<file path="src/ach_consts.svh">
// Command codes, field positions, reset values and limits of the acquisition command handler
`ifndef ACH_CONSTS_SVH
`define ACH_CONSTS_SVH

`define ACH_CMD_RD_SETTINGS  16'h0006
`define ACH_CMD_WR_ACTION    16'h0007
`define ACH_CMD_RD_ACTION    16'h0008
`define ACH_CMD_WR_TRIG_MASK 16'h0009
`define ACH_CMD_RD_TRIG_MASK 16'h000A
`define ACH_CMD_WR_SRAM      16'h000B
`define ACH_CMD_RD_SRAM      16'h000C
`define ACH_CMD_CLR_SRAM     16'h000D
`define ACH_CMD_SYS_RESET    16'h000F
`define ACH_CMD_WR_TDC       16'h0101
`define ACH_CMD_RD_TDC       16'h0102
`define ACH_CMD_ADC_DEFAULT  16'h0103
`define ACH_CMD_ADC_WRITE    16'h0104

`define ACH_ERR_UNKNOWN      16'h7F04
`define ACH_REPLY_FLAG       16'h8000

`define ACH_ACT_RESET        4'h0
`define ACH_ACT_STOP         4'h1
`define ACH_ACT_RUN          4'h2
`define ACH_ACT_MAX          4'h2

`define ACH_TDC_RESET        8'h80
`define ACH_TDC_CALIB        8'h02
`define ACH_TDC_RUN          8'h04

`define ACH_ADC_DATA_MSB     15
`define ACH_ADC_ADDR_MSB     25
`define ACH_ADC_ADDR_LSB     18
`define ACH_ADC_CHIP_BIT     27
`define ACH_ADC_BCAST_BIT    31

`define ACH_RST_ACTION       4'h0
`define ACH_RST_TRIG_MASK    32'h0000_0000
`define ACH_RST_TDC          8'h00
`define ACH_RST_SETTINGS     32'h0000_0000

`endif

</file>
<file path="src/ach_pkg.sv">
// Types shared by the acquisition command handler
package ach_pkg;

    typedef struct packed {
        logic [15:0] id;
        logic [31:0] payload;
    } ach_msg_t;

    typedef struct packed {
        logic        chip_sel;
        logic        bcast;
        logic [7:0]  addr;
        logic [15:0] data;
    } ach_adc_wr_t;

    typedef enum logic [2:0] {
        ACH_IDLE  = 3'b000,
        ACH_SRAM  = 3'b001,
        ACH_CLEAR = 3'b011,
        ACH_ADC   = 3'b010,
        ACH_REPLY = 3'b110
    } ach_state_t;

endpackage : ach_pkg
</file>
<file path="src/ach_command_handler.sv">
// Command handler of the front_end_board node: executes parent commands and replies
//
// Operation
// - A too-large written action code is stored clamped and the clamped value replied.
// - Command 0x0006 replies with the stored acquisition settings word, payload ignored.
// - Command 0x0007 stores payload bits 3:0 as the acquisition action.
// - Action 0x0 resets mode and settings, 0x1 stops, 0x2 runs.
// - Command 0x0008 replies with the stored action code, as clamped on write.
// - Command 0x0009 stores a 32-bit per-channel trigger enable mask.
// - Command 0x000A replies with the stored trigger mask.
// - Command 0x000B writes payload to SRAM at current address, then increments.
// - Command 0x000C reads SRAM at payload address, replies word, increments address.
// - Command 0x000D zeroes the whole SRAM regardless of payload.
// - Command 0x000F returns all settings and peripherals to defaults.
// - Command 0x0101 loads payload bits 7:0 into the Time_converter_control.
// - TDC codes: 0x80 reset, 0x02 calibrate, 0x04 run.
// - Command 0x0102 replies with the Time_converter_control contents.
// - Command 0x0103 reprograms all ADC chips to default configuration.
// - Command 0x0104 writes 16-bit data to ADC register 25:18 on chip bit 27.
// - Payload bit 31 set makes the ADC write go to every chip.
// - Every reply carries the command ID, or the error code for unknown IDs, with MSB set plus 32-bit payload.
// - Unknown command IDs are answered with error code 0x7F04.
`include "ach_consts.svh"

module ach_command_handler
    import ach_pkg::*;
#(
    parameter int SRAM_AW  = 18,
    parameter int SRAM_DW  = 32,
    parameter int SRAM_LAT = 2
) (
    input  wire logic                 clk_sys,
    input  wire logic                 rst_b,
    input  wire logic                 clk_en,
    // Command from the parent, one-cycle strobe
    input  wire logic                 cmd_valid,
    input  wire ach_msg_t             cmd_msg,
    output logic                      cmd_ready,
    // Reply towards the parent
    output logic                      rsp_valid,
    output ach_msg_t                  rsp_msg,
    // Acquisition settings word kept by the mode logic
    input  wire logic [31:0]          acq_settings,
    output logic                      acq_reset,
    output logic                      acq_stop,
    output logic                      acq_run,
    output logic [31:0]               trig_enable,
    output logic                      tdc_reset,
    output logic                      tdc_calib,
    output logic                      tdc_run,
    output logic [7:0]                tdc_cmd,
    output logic                      sys_reset,
    // External SRAM
    output logic                      sram_we,
    output logic                      sram_re,
    output logic [SRAM_AW-1:0]        sram_addr,
    output logic [SRAM_DW-1:0]        sram_wdata,
    input  wire logic [SRAM_DW-1:0]   sram_rdata,
    // ADC register writes, one chip-select line per chip
    output logic                      adc_wr,
    output logic [1:0]                adc_cs,
    output ach_adc_wr_t               adc_req,
    output logic                      adc_defaults,
    input  wire logic                 adc_done
);

    // ==========================================================
    // State
    typedef struct packed {
        ach_state_t          state;
        logic [15:0]         id;
        logic [31:0]         rsp_data;
        logic                rsp_valid;
        logic [3:0]          action;
        logic [31:0]         trig_mask;
        logic [7:0]          tdc;
        logic [SRAM_AW-1:0]  addr;
        logic [SRAM_AW-1:0]  clr_addr;
        logic [7:0]          wait_cnt;
        logic                sram_we;
        logic                sram_re;
        logic [SRAM_DW-1:0]  wdata;
        logic                adc_wr;
        logic                adc_def;
        ach_adc_wr_t         adc;
        logic                sys_rst;
        logic                act_pulse;
    } ach_regs_t;

    ach_regs_t cur_ff;
    ach_regs_t nxt_cur;

    localparam logic [SRAM_AW-1:0] ADDR_LAST = {SRAM_AW{1'b1}};
    localparam logic [7:0]         RD_WAIT   = 8'(SRAM_LAT);

    function automatic logic [3:0] clamp_action(input logic [3:0] code);
        clamp_action = (code > `ACH_ACT_MAX) ? `ACH_ACT_MAX : code;
    endfunction : clamp_action

    // ==========================================================
    // Next-state logic
    always_comb begin
        nxt_cur           = cur_ff;
        nxt_cur.rsp_valid = 1'b0;
        nxt_cur.sram_we   = 1'b0;
        nxt_cur.sram_re   = 1'b0;
        nxt_cur.adc_wr    = 1'b0;
        nxt_cur.adc_def   = 1'b0;
        nxt_cur.sys_rst   = 1'b0;
        nxt_cur.act_pulse = 1'b0;
        unique case (cur_ff.state)
            ACH_IDLE: begin
                if (cmd_valid) begin
                    nxt_cur.id       = cmd_msg.id;
                    nxt_cur.rsp_data = 32'h0000_0000;
                    nxt_cur.state    = ACH_REPLY;
                    unique case (cmd_msg.id)
                        `ACH_CMD_RD_SETTINGS: begin
                            nxt_cur.rsp_data = acq_settings;
                        end
                        `ACH_CMD_WR_ACTION: begin
                            nxt_cur.action    = clamp_action(cmd_msg.payload[3:0]);
                            nxt_cur.act_pulse = 1'b1;
                            nxt_cur.rsp_data  = {28'h0, clamp_action(cmd_msg.payload[3:0])};
                        end
                        `ACH_CMD_RD_ACTION: begin
                            nxt_cur.rsp_data = {28'h0, cur_ff.action};
                        end
                        `ACH_CMD_WR_TRIG_MASK: begin
                            nxt_cur.trig_mask = cmd_msg.payload;
                            nxt_cur.rsp_data  = cmd_msg.payload;
                        end
                        `ACH_CMD_RD_TRIG_MASK: begin
                            nxt_cur.rsp_data = cur_ff.trig_mask;
                        end
                        `ACH_CMD_WR_SRAM: begin
                            nxt_cur.sram_we  = 1'b1;
                            nxt_cur.wdata    = cmd_msg.payload[SRAM_DW-1:0];
                            nxt_cur.rsp_data = cmd_msg.payload;
                        end
                        `ACH_CMD_RD_SRAM: begin
                            nxt_cur.addr     = cmd_msg.payload[SRAM_AW-1:0];
                            nxt_cur.sram_re  = 1'b1;
                            nxt_cur.wait_cnt = RD_WAIT;
                            nxt_cur.state    = ACH_SRAM;
                        end
                        `ACH_CMD_CLR_SRAM: begin
                            nxt_cur.clr_addr = '0;
                            nxt_cur.wdata    = '0;
                            nxt_cur.state    = ACH_CLEAR;
                        end
                        `ACH_CMD_SYS_RESET: begin
                            nxt_cur.sys_rst   = 1'b1;
                            nxt_cur.action    = `ACH_RST_ACTION;
                            nxt_cur.act_pulse = 1'b1;
                            nxt_cur.trig_mask = `ACH_RST_TRIG_MASK;
                            nxt_cur.tdc       = `ACH_RST_TDC;
                            nxt_cur.addr      = '0;
                            nxt_cur.adc_def   = 1'b1;
                            nxt_cur.state     = ACH_ADC;
                        end
                        `ACH_CMD_WR_TDC: begin
                            nxt_cur.tdc      = cmd_msg.payload[7:0];
                            nxt_cur.rsp_data = {24'h0, cmd_msg.payload[7:0]};
                        end
                        `ACH_CMD_RD_TDC: begin
                            nxt_cur.rsp_data = {24'h0, cur_ff.tdc};
                        end
                        `ACH_CMD_ADC_DEFAULT: begin
                            nxt_cur.adc_def = 1'b1;
                            nxt_cur.state   = ACH_ADC;
                        end
                        `ACH_CMD_ADC_WRITE: begin
                            nxt_cur.adc.data     = cmd_msg.payload[`ACH_ADC_DATA_MSB:0];
                            nxt_cur.adc.addr     =
                                cmd_msg.payload[`ACH_ADC_ADDR_MSB:`ACH_ADC_ADDR_LSB];
                            nxt_cur.adc.chip_sel = cmd_msg.payload[`ACH_ADC_CHIP_BIT];
                            nxt_cur.adc.bcast    = cmd_msg.payload[`ACH_ADC_BCAST_BIT];
                            nxt_cur.adc_wr       = 1'b1;
                            nxt_cur.state        = ACH_ADC;
                        end
                        default: begin
                            nxt_cur.id = `ACH_ERR_UNKNOWN;
                        end
                    endcase
                end
            end
            ACH_SRAM: begin
                // Fixed read latency; the data bus is sampled once it has settled
                if (cur_ff.wait_cnt == 8'h00) begin
                    nxt_cur.rsp_data = 32'(sram_rdata);
                    nxt_cur.addr     = cur_ff.addr + 1'b1;
                    nxt_cur.state    = ACH_REPLY;
                end else begin
                    nxt_cur.wait_cnt = cur_ff.wait_cnt - 8'h01;
                end
            end
            ACH_CLEAR: begin
                nxt_cur.sram_we  = 1'b1;
                nxt_cur.clr_addr = cur_ff.clr_addr + 1'b1;
                if (cur_ff.clr_addr == ADDR_LAST) begin
                    nxt_cur.addr  = '0;
                    nxt_cur.state = ACH_REPLY;
                end
            end
            ACH_ADC: begin
                // The ADC serial engine owns timing; wait for its completion
                if (adc_done) begin
                    nxt_cur.state = ACH_REPLY;
                end
            end
            ACH_REPLY: begin
                nxt_cur.rsp_valid = 1'b1;
                nxt_cur.state     = ACH_IDLE;
            end
            default: begin
                nxt_cur.state = ACH_IDLE;
            end
        endcase
        // Post-increment in the cycle after the write strobe; clear leaves the pointer at zero
        if (cur_ff.sram_we && cur_ff.id == `ACH_CMD_WR_SRAM) begin
            nxt_cur.addr = cur_ff.addr + 1'b1;
        end
    end

    // ==========================================================
    // State register
    always_ff @(posedge clk_sys) begin
        if (!rst_b) begin
            cur_ff           <= '0;
            cur_ff.state     <= ACH_IDLE;
            cur_ff.action    <= `ACH_RST_ACTION;
            cur_ff.trig_mask <= `ACH_RST_TRIG_MASK;
            cur_ff.tdc       <= `ACH_RST_TDC;
        end else if (clk_en) begin
            cur_ff <= nxt_cur;
        end
    end

    // ==========================================================
    // Outputs
    assign cmd_ready     = (cur_ff.state == ACH_IDLE);
    assign rsp_valid     = cur_ff.rsp_valid;
    assign rsp_msg.id    = cur_ff.id | `ACH_REPLY_FLAG;
    assign rsp_msg.payload = cur_ff.rsp_data;

    // Action decode; reset and stop pulse only on an action write or 0x000F so mode logic sees one event, run is a level
    assign acq_reset = cur_ff.act_pulse && (cur_ff.action == `ACH_ACT_RESET);
    assign acq_stop  = cur_ff.act_pulse && (cur_ff.action == `ACH_ACT_STOP);
    assign acq_run   = (cur_ff.action == `ACH_ACT_RUN);

    assign trig_enable = cur_ff.trig_mask;
    assign tdc_cmd     = cur_ff.tdc;
    assign tdc_reset   = (cur_ff.tdc == `ACH_TDC_RESET);
    assign tdc_calib   = (cur_ff.tdc == `ACH_TDC_CALIB);
    assign tdc_run     = (cur_ff.tdc == `ACH_TDC_RUN);
    assign sys_reset   = cur_ff.sys_rst;

    // SRAM write address is the clear pointer while zeroing
    assign sram_we    = cur_ff.sram_we;
    assign sram_re    = cur_ff.sram_re;
    assign sram_addr  = (cur_ff.state == ACH_CLEAR) ? cur_ff.clr_addr : cur_ff.addr;
    assign sram_wdata = (cur_ff.state == ACH_CLEAR) ? '0 : cur_ff.wdata;

    assign adc_wr       = cur_ff.adc_wr;
    assign adc_req      = cur_ff.adc;
    assign adc_defaults = cur_ff.adc_def;
    assign adc_cs[0]    = cur_ff.adc.bcast || !cur_ff.adc.chip_sel;
    assign adc_cs[1]    = cur_ff.adc.bcast || cur_ff.adc.chip_sel;

endmodule : ach_command_handler

</file>
<file path="config.mk">
export PLATFORM = sky130hd
export DESIGN_NAME = ach_command_handler
export DESIGN_NICKNAME = d
export VERILOG_FILES = /design/src/ach_pkg.sv /design/src/ach_command_handler.sv
export VERILOG_INCLUDE_DIRS = /design/src
export SDC_FILE = /design/constraint.sdc
export NUM_CORES = 1
export LEC_CHECK = 0
export ABC_AREA = 1
export BUFFER_PORTS_ARGS = -buffer_cell sky130_fd_sc_hd__buf_2
export CAP_MARGIN = 20
export CELL_PAD_IN_SITES_DETAIL_PLACEMENT = 0
export CELL_PAD_IN_SITES_GLOBAL_PLACEMENT = 1
export CORE_MARGIN = 5
export CORE_UTILIZATION = 35
export CTS_CLUSTER_SIZE = 10
export DETAILED_ROUTE_END_ITERATION = 8
export GPL_ROUTABILITY_DRIVEN = 0
export PLACE_DENSITY_LB_ADDON = 0.1
export SKIP_CTS_REPAIR_TIMING = 1
export SLEW_MARGIN = 20
export SYNTH_ARGS = -nofsm -noshare
export SYNTH_HDL_FRONTEND = slang
export SYNTH_SLANG_ARGS = --single-unit
</file>
<file path="constraint.sdc">
create_clock -name clk_sys -period 2.4 [get_ports clk_sys]
set_input_delay 0.36 -clock clk_sys [delete_from_list [all_inputs] [get_ports clk_sys]]
set_output_delay 0.36 -clock clk_sys [all_outputs]
set_load 0.02 [all_outputs]
</file>
==> results of run 1 <==
## critical path, cell delays in order (launching register included)
cell,delay (ns)
dfxtp_1,0.34
or2_2,0.31
nor4_1,0.45
buf_2,0.29
## where the power goes
part	total [uW]	switching [uW]	internal [uW]
clock	3480	1490	2000
sequential	3710	148	3560
combinational	1690	1130	559
## cells in the mapped netlist, types with 2 or more instances
master      n  area [um2]
xor2_1     11        96.3
o22ai_1     5        31.3
nand2_1   482        1810
buf_4     119         893
inv_1     182         683
nor2_2      8        50.1
or2_2       4        25.0
nand3b_1    2        15.0
nand2_2     2        12.5
nand4_1    20         125
buf_2      21         105
dfxtp_1   204        4080
buf_6       5        56.3
nor2_1    170         638
o21ai_0   115         576
clkbuf_1   50         188
a21oi_1   207        1040
nor2_4      2        22.5
xnor2_1     2        17.5
inv_2       9        33.8
nor3_1     19        95.1
nor4_1      4        25.0
buf_1       3        11.3
o21ai_1     4        20.0
a221oi_1    2        17.5
nand3_1   112         561
o21bai_1    2        15.0
ha_1        4        50.1
## cells by family (layout without fill, tap and decap cells)
logic type | Yosys count | count (layout) | share of synthesized area
AOI/OAI and AO/OA | 341 | 341 | 0.155
DFF | 204 | 204 | 0.358
other | 1 | 1 | 0.000329
and+or+nand+nor | 829 | 829 | 0.300
adders and majority gates | 4 | 4 | 0.00439
buffers and inverters | 389 | 569 | 0.173
xor gates and xnor gates | 13 | 13 | 0.00998
## sequential cells by signal, indices dropped and copies added (netlist names)
signal        flops
trig_enable      32
sram_re           1
adc_wr            1
adc_defaults      1
sys_reset         1
rsp_msg          47
adc_req          26
rsp_valid         1
cur_ff           85
sram_we           1
tdc_cmd           8
## routing by layer
| metal | part of all wire | vias to the layer above |
|---|---|---|
| li1 | - | 5894 |
| met1 | 0.45 | 5414 |
| met2 | 0.48 | 328 |
| met3 | 0.055 | 55 |
| met4 | 0.021 | 0 |
| met5 | 0 | - |
## how the worst min path moves through the flow
| stage | end | slack, ns | cells past startpoint |
|---|---|---|---|
| floorplan | cur_ff[200] | 0.42 | 2 |
| global placement | adc_req[18] | 0.43 | 2 |
| detailed placement | cur_ff[200] | 0.43 | 2 |
| CTS | rsp_msg[29] | 0.08 | 3 |
| global route | rsp_msg[11] | 0.11 | 3 |
| finish | rsp_msg[30] | 0.11 | 3 |
## through the flow
stage | power [uW] | setup TNS, ns | hold WS, ns
after CTS | 8980 | -0.182 | 0.0840
final | 8880 | 0 | 0.106
after global routing | 9310 | 0 | 0.106
after floorplan | 4930 | 0 | 0.419
after global placement | 5460 | 0 | 0.431
after detailed placement | 5460 | 0 | 0.433
## cell type report
type / instances / share of cell area
multi-input combinational: 1188 / 0.400
sequential: 204 / 0.305
timing repair buffer: 342 / 0.146
inverter: 191 / 0.0537
clock buffer: 34 / 0.0523
tap: 442 / 0.0413
clock inverter: 2 / 0.00103
==> flow_metrics.env, run 1 <==
export IMPL_synth_distinct_cells=39
export IMPL_skew_ns=0.0115
export IMPL_ys_flop_type="dfxtp_1"
export IMPL_syn_area_per_cell_um2=6.40
export IMPL_crit_path_end="tdc_run"
export IMPL_rrSetupSlack_ns=0.25
export IMPL_critPathLaunch="tdc_cmd[0]"
export IMPL_start_util=0.352
export IMPL_drt_iter0_drc=650
export IMPL_dp_slack_ns=0.154
export IMPL_reg2reg_from="cur_ff[64]"
export IMPL_met1_usage=0.304
export IMPL_grt_max_degree=63
export IMPL_crit_type="reg -> out"
export IMPL_final_core_util=0.413
export IMPL_drive_gt1_frac=0.208
export IMPL_post_dp_hpwl_um=31900
export IMPL_ys_ff_latch=204
export IMPL_start_kind="flop"
export IMPL_max_freq_mhz=439
export IMPL_drc=0
export IMPL_reg2regPathDepth=9
export IMPL_final_common_cell="nand2_1"
export IMPL_num_rows=66
export IMPL_relSlewSlack=0.474
export IMPL_maxCapViolCount=0
export IMPL_synthCells=1781
export IMPL_vias=11691
export IMPL_core_um2=32400
export IMPL_hold_class="in -> reg"
export IMPL_holdCritStartpoint="sram_rdata[30]"
export IMPL_met3_usage=0.0341
export IMPL_busiest_layer="met2"
export IMPL_power_density_nw_per_um2=663
export IMPL_die_h_um=191
export IMPL_wire_per_inst_um=18.1
export IMPL_hold_viol=0
export IMPL_die_w_um=191
export IMPL_avgViaCountPerCell=4.87
export IMPL_place_area_um2=12600
export IMPL_ioPinCount=296
export IMPL_area_delta_synth_final_pct=17.4
export IMPL_seq_area_frac_synth=0.358
export IMPL_required_ns=2.04
export IMPL_nFillCells=3592
export IMPL_setup_viol=0
export IMPL_grt_pass1_vias=11001
export IMPL_cts_made_buffers=25
export IMPL_grt_overflow=0
export IMPL_clkTransAtPathRegs_ns=0.06
export IMPL_rr_endpoint="rsp_msg[21]"
export IMPL_regArea_um2=4090
export IMPL_io_buffer_count=294
export IMPL_fin_nets=2073
export IMPL_fin_crit_ns=2.28
export IMPL_slew_violations=0
export IMPL_grt_use_total=0.227
export IMPL_cellLeakagePower_uw=0.00618
export IMPL_dieArea_um2=36300
export IMPL_instances_no_fill=2403
export IMPL_clkLatencyLatePin_ns=0.53
export IMPL_status="finished clean"
export IMPL_diodes=0
export IMPL_clockBufferDepth=3
export IMPL_multi_input_area_um2=5360
export IMPL_firstDrtPassIters=5
export IMPL_antenna_found_initial=0
export IMPL_syn_num_nets=1902
export IMPL_final_period_utilization=0.950
export IMPL_grt_pass1_wl_um=64700
export IMPL_layout_common_cells="481 x nand2_1, 292 x buf_2, 207 x a21oi_1"
export IMPL_grt_setup_unrepaired="no"
export IMPL_critical_path_peak_fanout=5
export IMPL_setup_slack_ns=0.120
export IMPL_final_area_um2=13400
export IMPL_syn_cell_area_um2=11400
export IMPL_arrival_ns=1.92
export IMPL_drt_total_wl_um=43500
export IMPL_clock_sinks=204
export IMPL_tritoncts="yes"
export IMPL_antenna_left=0
export IMPL_worstMarginPinSlew_ns=0.788
export IMPL_cts_root_buf="clkbuf_16"
export IMPL_htree_levels=1
export IMPL_dp_cells=2366
export IMPL_use_met2=0.387
export IMPL_async_reset_ff_frac=0
export IMPL_ir_drop_uv=452
export IMPL_yosys_warnings=0
export IMPL_synth_edf_count=0
export IMPL_end_kind="primary output"
No activity file was read; power rests on OpenSTA's default activity.
==> run 2, diff against run 1 <==
ABC_AREA = default   (was 1)
BUFFER_PORTS_ARGS = default   (was -buffer_cell sky130_fd_sc_hd__buf_2)
DONT_BUFFER_PORTS = 1   (was default)
==> flow_metrics.env, run 2 <==
export IMPL_fin_nets=1456
export IMPL_final_period_utilization=0.954
export IMPL_setup_viol=0
export IMPL_tritoncts="yes"
export IMPL_max_freq_mhz=437
export IMPL_avgViaCountPerCell=5.68
export IMPL_skew_ns=0.0151
export IMPL_drive_gt1_frac=0.129
export IMPL_slowest_stage="dfxtp_1"
export IMPL_maxCapViolCount=0
export IMPL_final_common_cell="dfxtp_1"
export IMPL_cts_root_buf="clkbuf_16"
export IMPL_async_reset_ff_frac=0
export IMPL_synth_top_cells_by_area="dfxtp_1 37%, buf_4 7.9%, nand2_1 6.7%, a21oi_1 5.8%, nand3_1 4.7%"
export IMPL_drt_iter0_drc=731
export IMPL_regMostFlops="cur_ff"
export IMPL_cp_common_cell="buf_4"
export IMPL_slowest_delay_ns=0.31
export IMPL_fin_crit_ns=2.29
export IMPL_grt_use_total=0.224
export IMPL_crit_type="reg -> out"
export IMPL_synth_distinct_cells=67
export IMPL_nFillCells=3169
export IMPL_yosys_warnings=0
export IMPL_critical_path_peak_fanout=21
export IMPL_drt_total_wl_um=43100
export IMPL_synth_most_common_cell="dfxtp_1"
export IMPL_die_w_um=187
export IMPL_violations="hold timing"
export IMPL_final_core_util=0.402
export IMPL_arrival_ns=1.93
export IMPL_cellLeakagePower_uw=0.00427
export IMPL_synth_common_cells="204 x dfxtp_1, 196 x nand2_1, 128 x a21oi_1"
export IMPL_num_rows=64
export IMPL_synth_area_leader_cell="dfxtp_1"
export IMPL_synth_edf_count=0
export IMPL_hold_viol=4
export IMPL_start_util=0.357
export IMPL_syn_area_per_cell_um2=7.92
export IMPL_end_kind="primary output"
export IMPL_grt_pass1_wl_um=62300
export IMPL_crit_chain="buf_4 -> nand2b_1 -> nor2_4 -> buf_8 -> nand2_1 -> o21ai_0 -> buf_4"
export IMPL_dp_cells=1667
export IMPL_dp_slack_ns=-0.0353
export IMPL_clkLatencyLatePin_ns=0.53
export IMPL_post_dp_hpwl_um=29300
export IMPL_grt_setup_unrepaired="no"
export IMPL_largest_register_ffs=85
export IMPL_grt_overflow=0
export IMPL_wire_per_inst_um=24.7
export IMPL_start_kind="flop"
export IMPL_antenna_left=0
export IMPL_clkTransAtPathRegs_ns=0.06
export IMPL_ys_flop_type="dfxtp_1"
export IMPL_fin_setup_tns_ns=0
export IMPL_clockBufferDepth=3
export IMPL_ioPinCount=296
export IMPL_slew_violations=0
export IMPL_relSlewSlack=0.434
export IMPL_diodes=0
export IMPL_hold_class="in -> reg"
export IMPL_htree_levels=1
export IMPL_layout_common_cells="204 x dfxtp_1, 195 x nand2_1, 127 x a21oi_1"
export IMPL_power_density_nw_per_um2=633
export IMPL_setup_slack_ns=0.110
export IMPL_firstDrtPassIters=5
export IMPL_yosysTopAreaCellShare=0.372
export IMPL_worstMarginPinSlew_ns=0.846
export IMPL_status="complete, but fails checks"
export IMPL_syn_num_nets=1507
export IMPL_final_area_um2=12400
export IMPL_antenna_found_initial=4
export IMPL_ir_drop_uv=491
export IMPL_die_h_um=187
export IMPL_grt_pass1_vias=9407
export IMPL_fin_hold_ws_ns=-0.0178
export IMPL_synthCells=1386
export IMPL_core_um2=30700
export IMPL_dieArea_um2=35000
export IMPL_area_delta_synth_final_pct=12.6
export IMPL_vias=9902
export IMPL_ys_ff_latch=204
export IMPL_place_area_um2=11200
export IMPL_syn_cell_area_um2=11000
export IMPL_io_buffer_count=0
export IMPL_cts_made_buffers=26
export IMPL_instances_no_fill=1742
export IMPL_clock_sinks=204
export IMPL_drc=0
export IMPL_grt_max_degree=146
export IMPL_required_ns=2.04
export IMPL_seq_area_frac_synth=0.372
## run 2: worst paths after layout
kind / start / depth (start not counted) / slack (ns) / to
min reg2reg: cur_ff[40] / 2 / 0.45 / cur_ff[40]
max reg2reg: cur_ff[66] / 8 / 0.21 / rsp_msg[4]
min: cmd_msg[31] / 2 / -0.02 / adc_req[24]
max: cur_ff[203] / 7 / 0.11 / sram_addr[0]
## run 2: cells by family (layout without fill, tap and decap cells)
family,count (synthesis),after routing,share of synthesized area
AND/OR/NAND/NOR,551,551,0.260
XOR/XNOR,35,35,0.0279
other,1,1,0.000342
AO/OA/AOI/OAI,360,361,0.209
multiplexers,2,2,0.00182
adder cells (fa/ha/maj),4,4,0.00456
flip-flops,204,204,0.372
buffers and inverters,229,188,0.124
## run 2: layer usage
metal	vias to the layer above	GRT usage	wire, um
met5	-	0	34
li1	4669	-	-
met4	6	0.0538	794
met3	52	0.0674	3310
met2	349	0.346	19500
met1	4826	0.309	19400
## run 2: area by class of cell
cell class	count	area [um2]	area share
well taps	396	495	0.0401
inverters	10	37.5	0.00304
flip-flops and latches	204	4080	0.330
multi-input cells	954	5610	0.454
repair buffers	139	1330	0.108
clock buffers	35	726	0.0587
clock inverters	4	72.6	0.00587
## run 2: per-stage QoR
step | hold WS [ns] | total power (uW)
floorplan | 0.431 | 3980
detailed placement | 0.444 | 4020
global route | 0.000312 | 8130
finish | -0.0178 | 7820
global placement | 0.438 | 4020
CTS | -0.0590 | 7860
## run 2: critical path, delay by kind of cell (launching register included)
kind	cells	cell delay (ns)
buffers and inverters	3	0.53
AND/OR/NAND/NOR	3	0.47
flip-flops	1	0.31
AO/OA/AOI/OAI	1	0.09
## run 2: report_power, final
group	internal (uW)	switching (uW)
logic	210	255
registers	3450	113
clock network	2290	1500
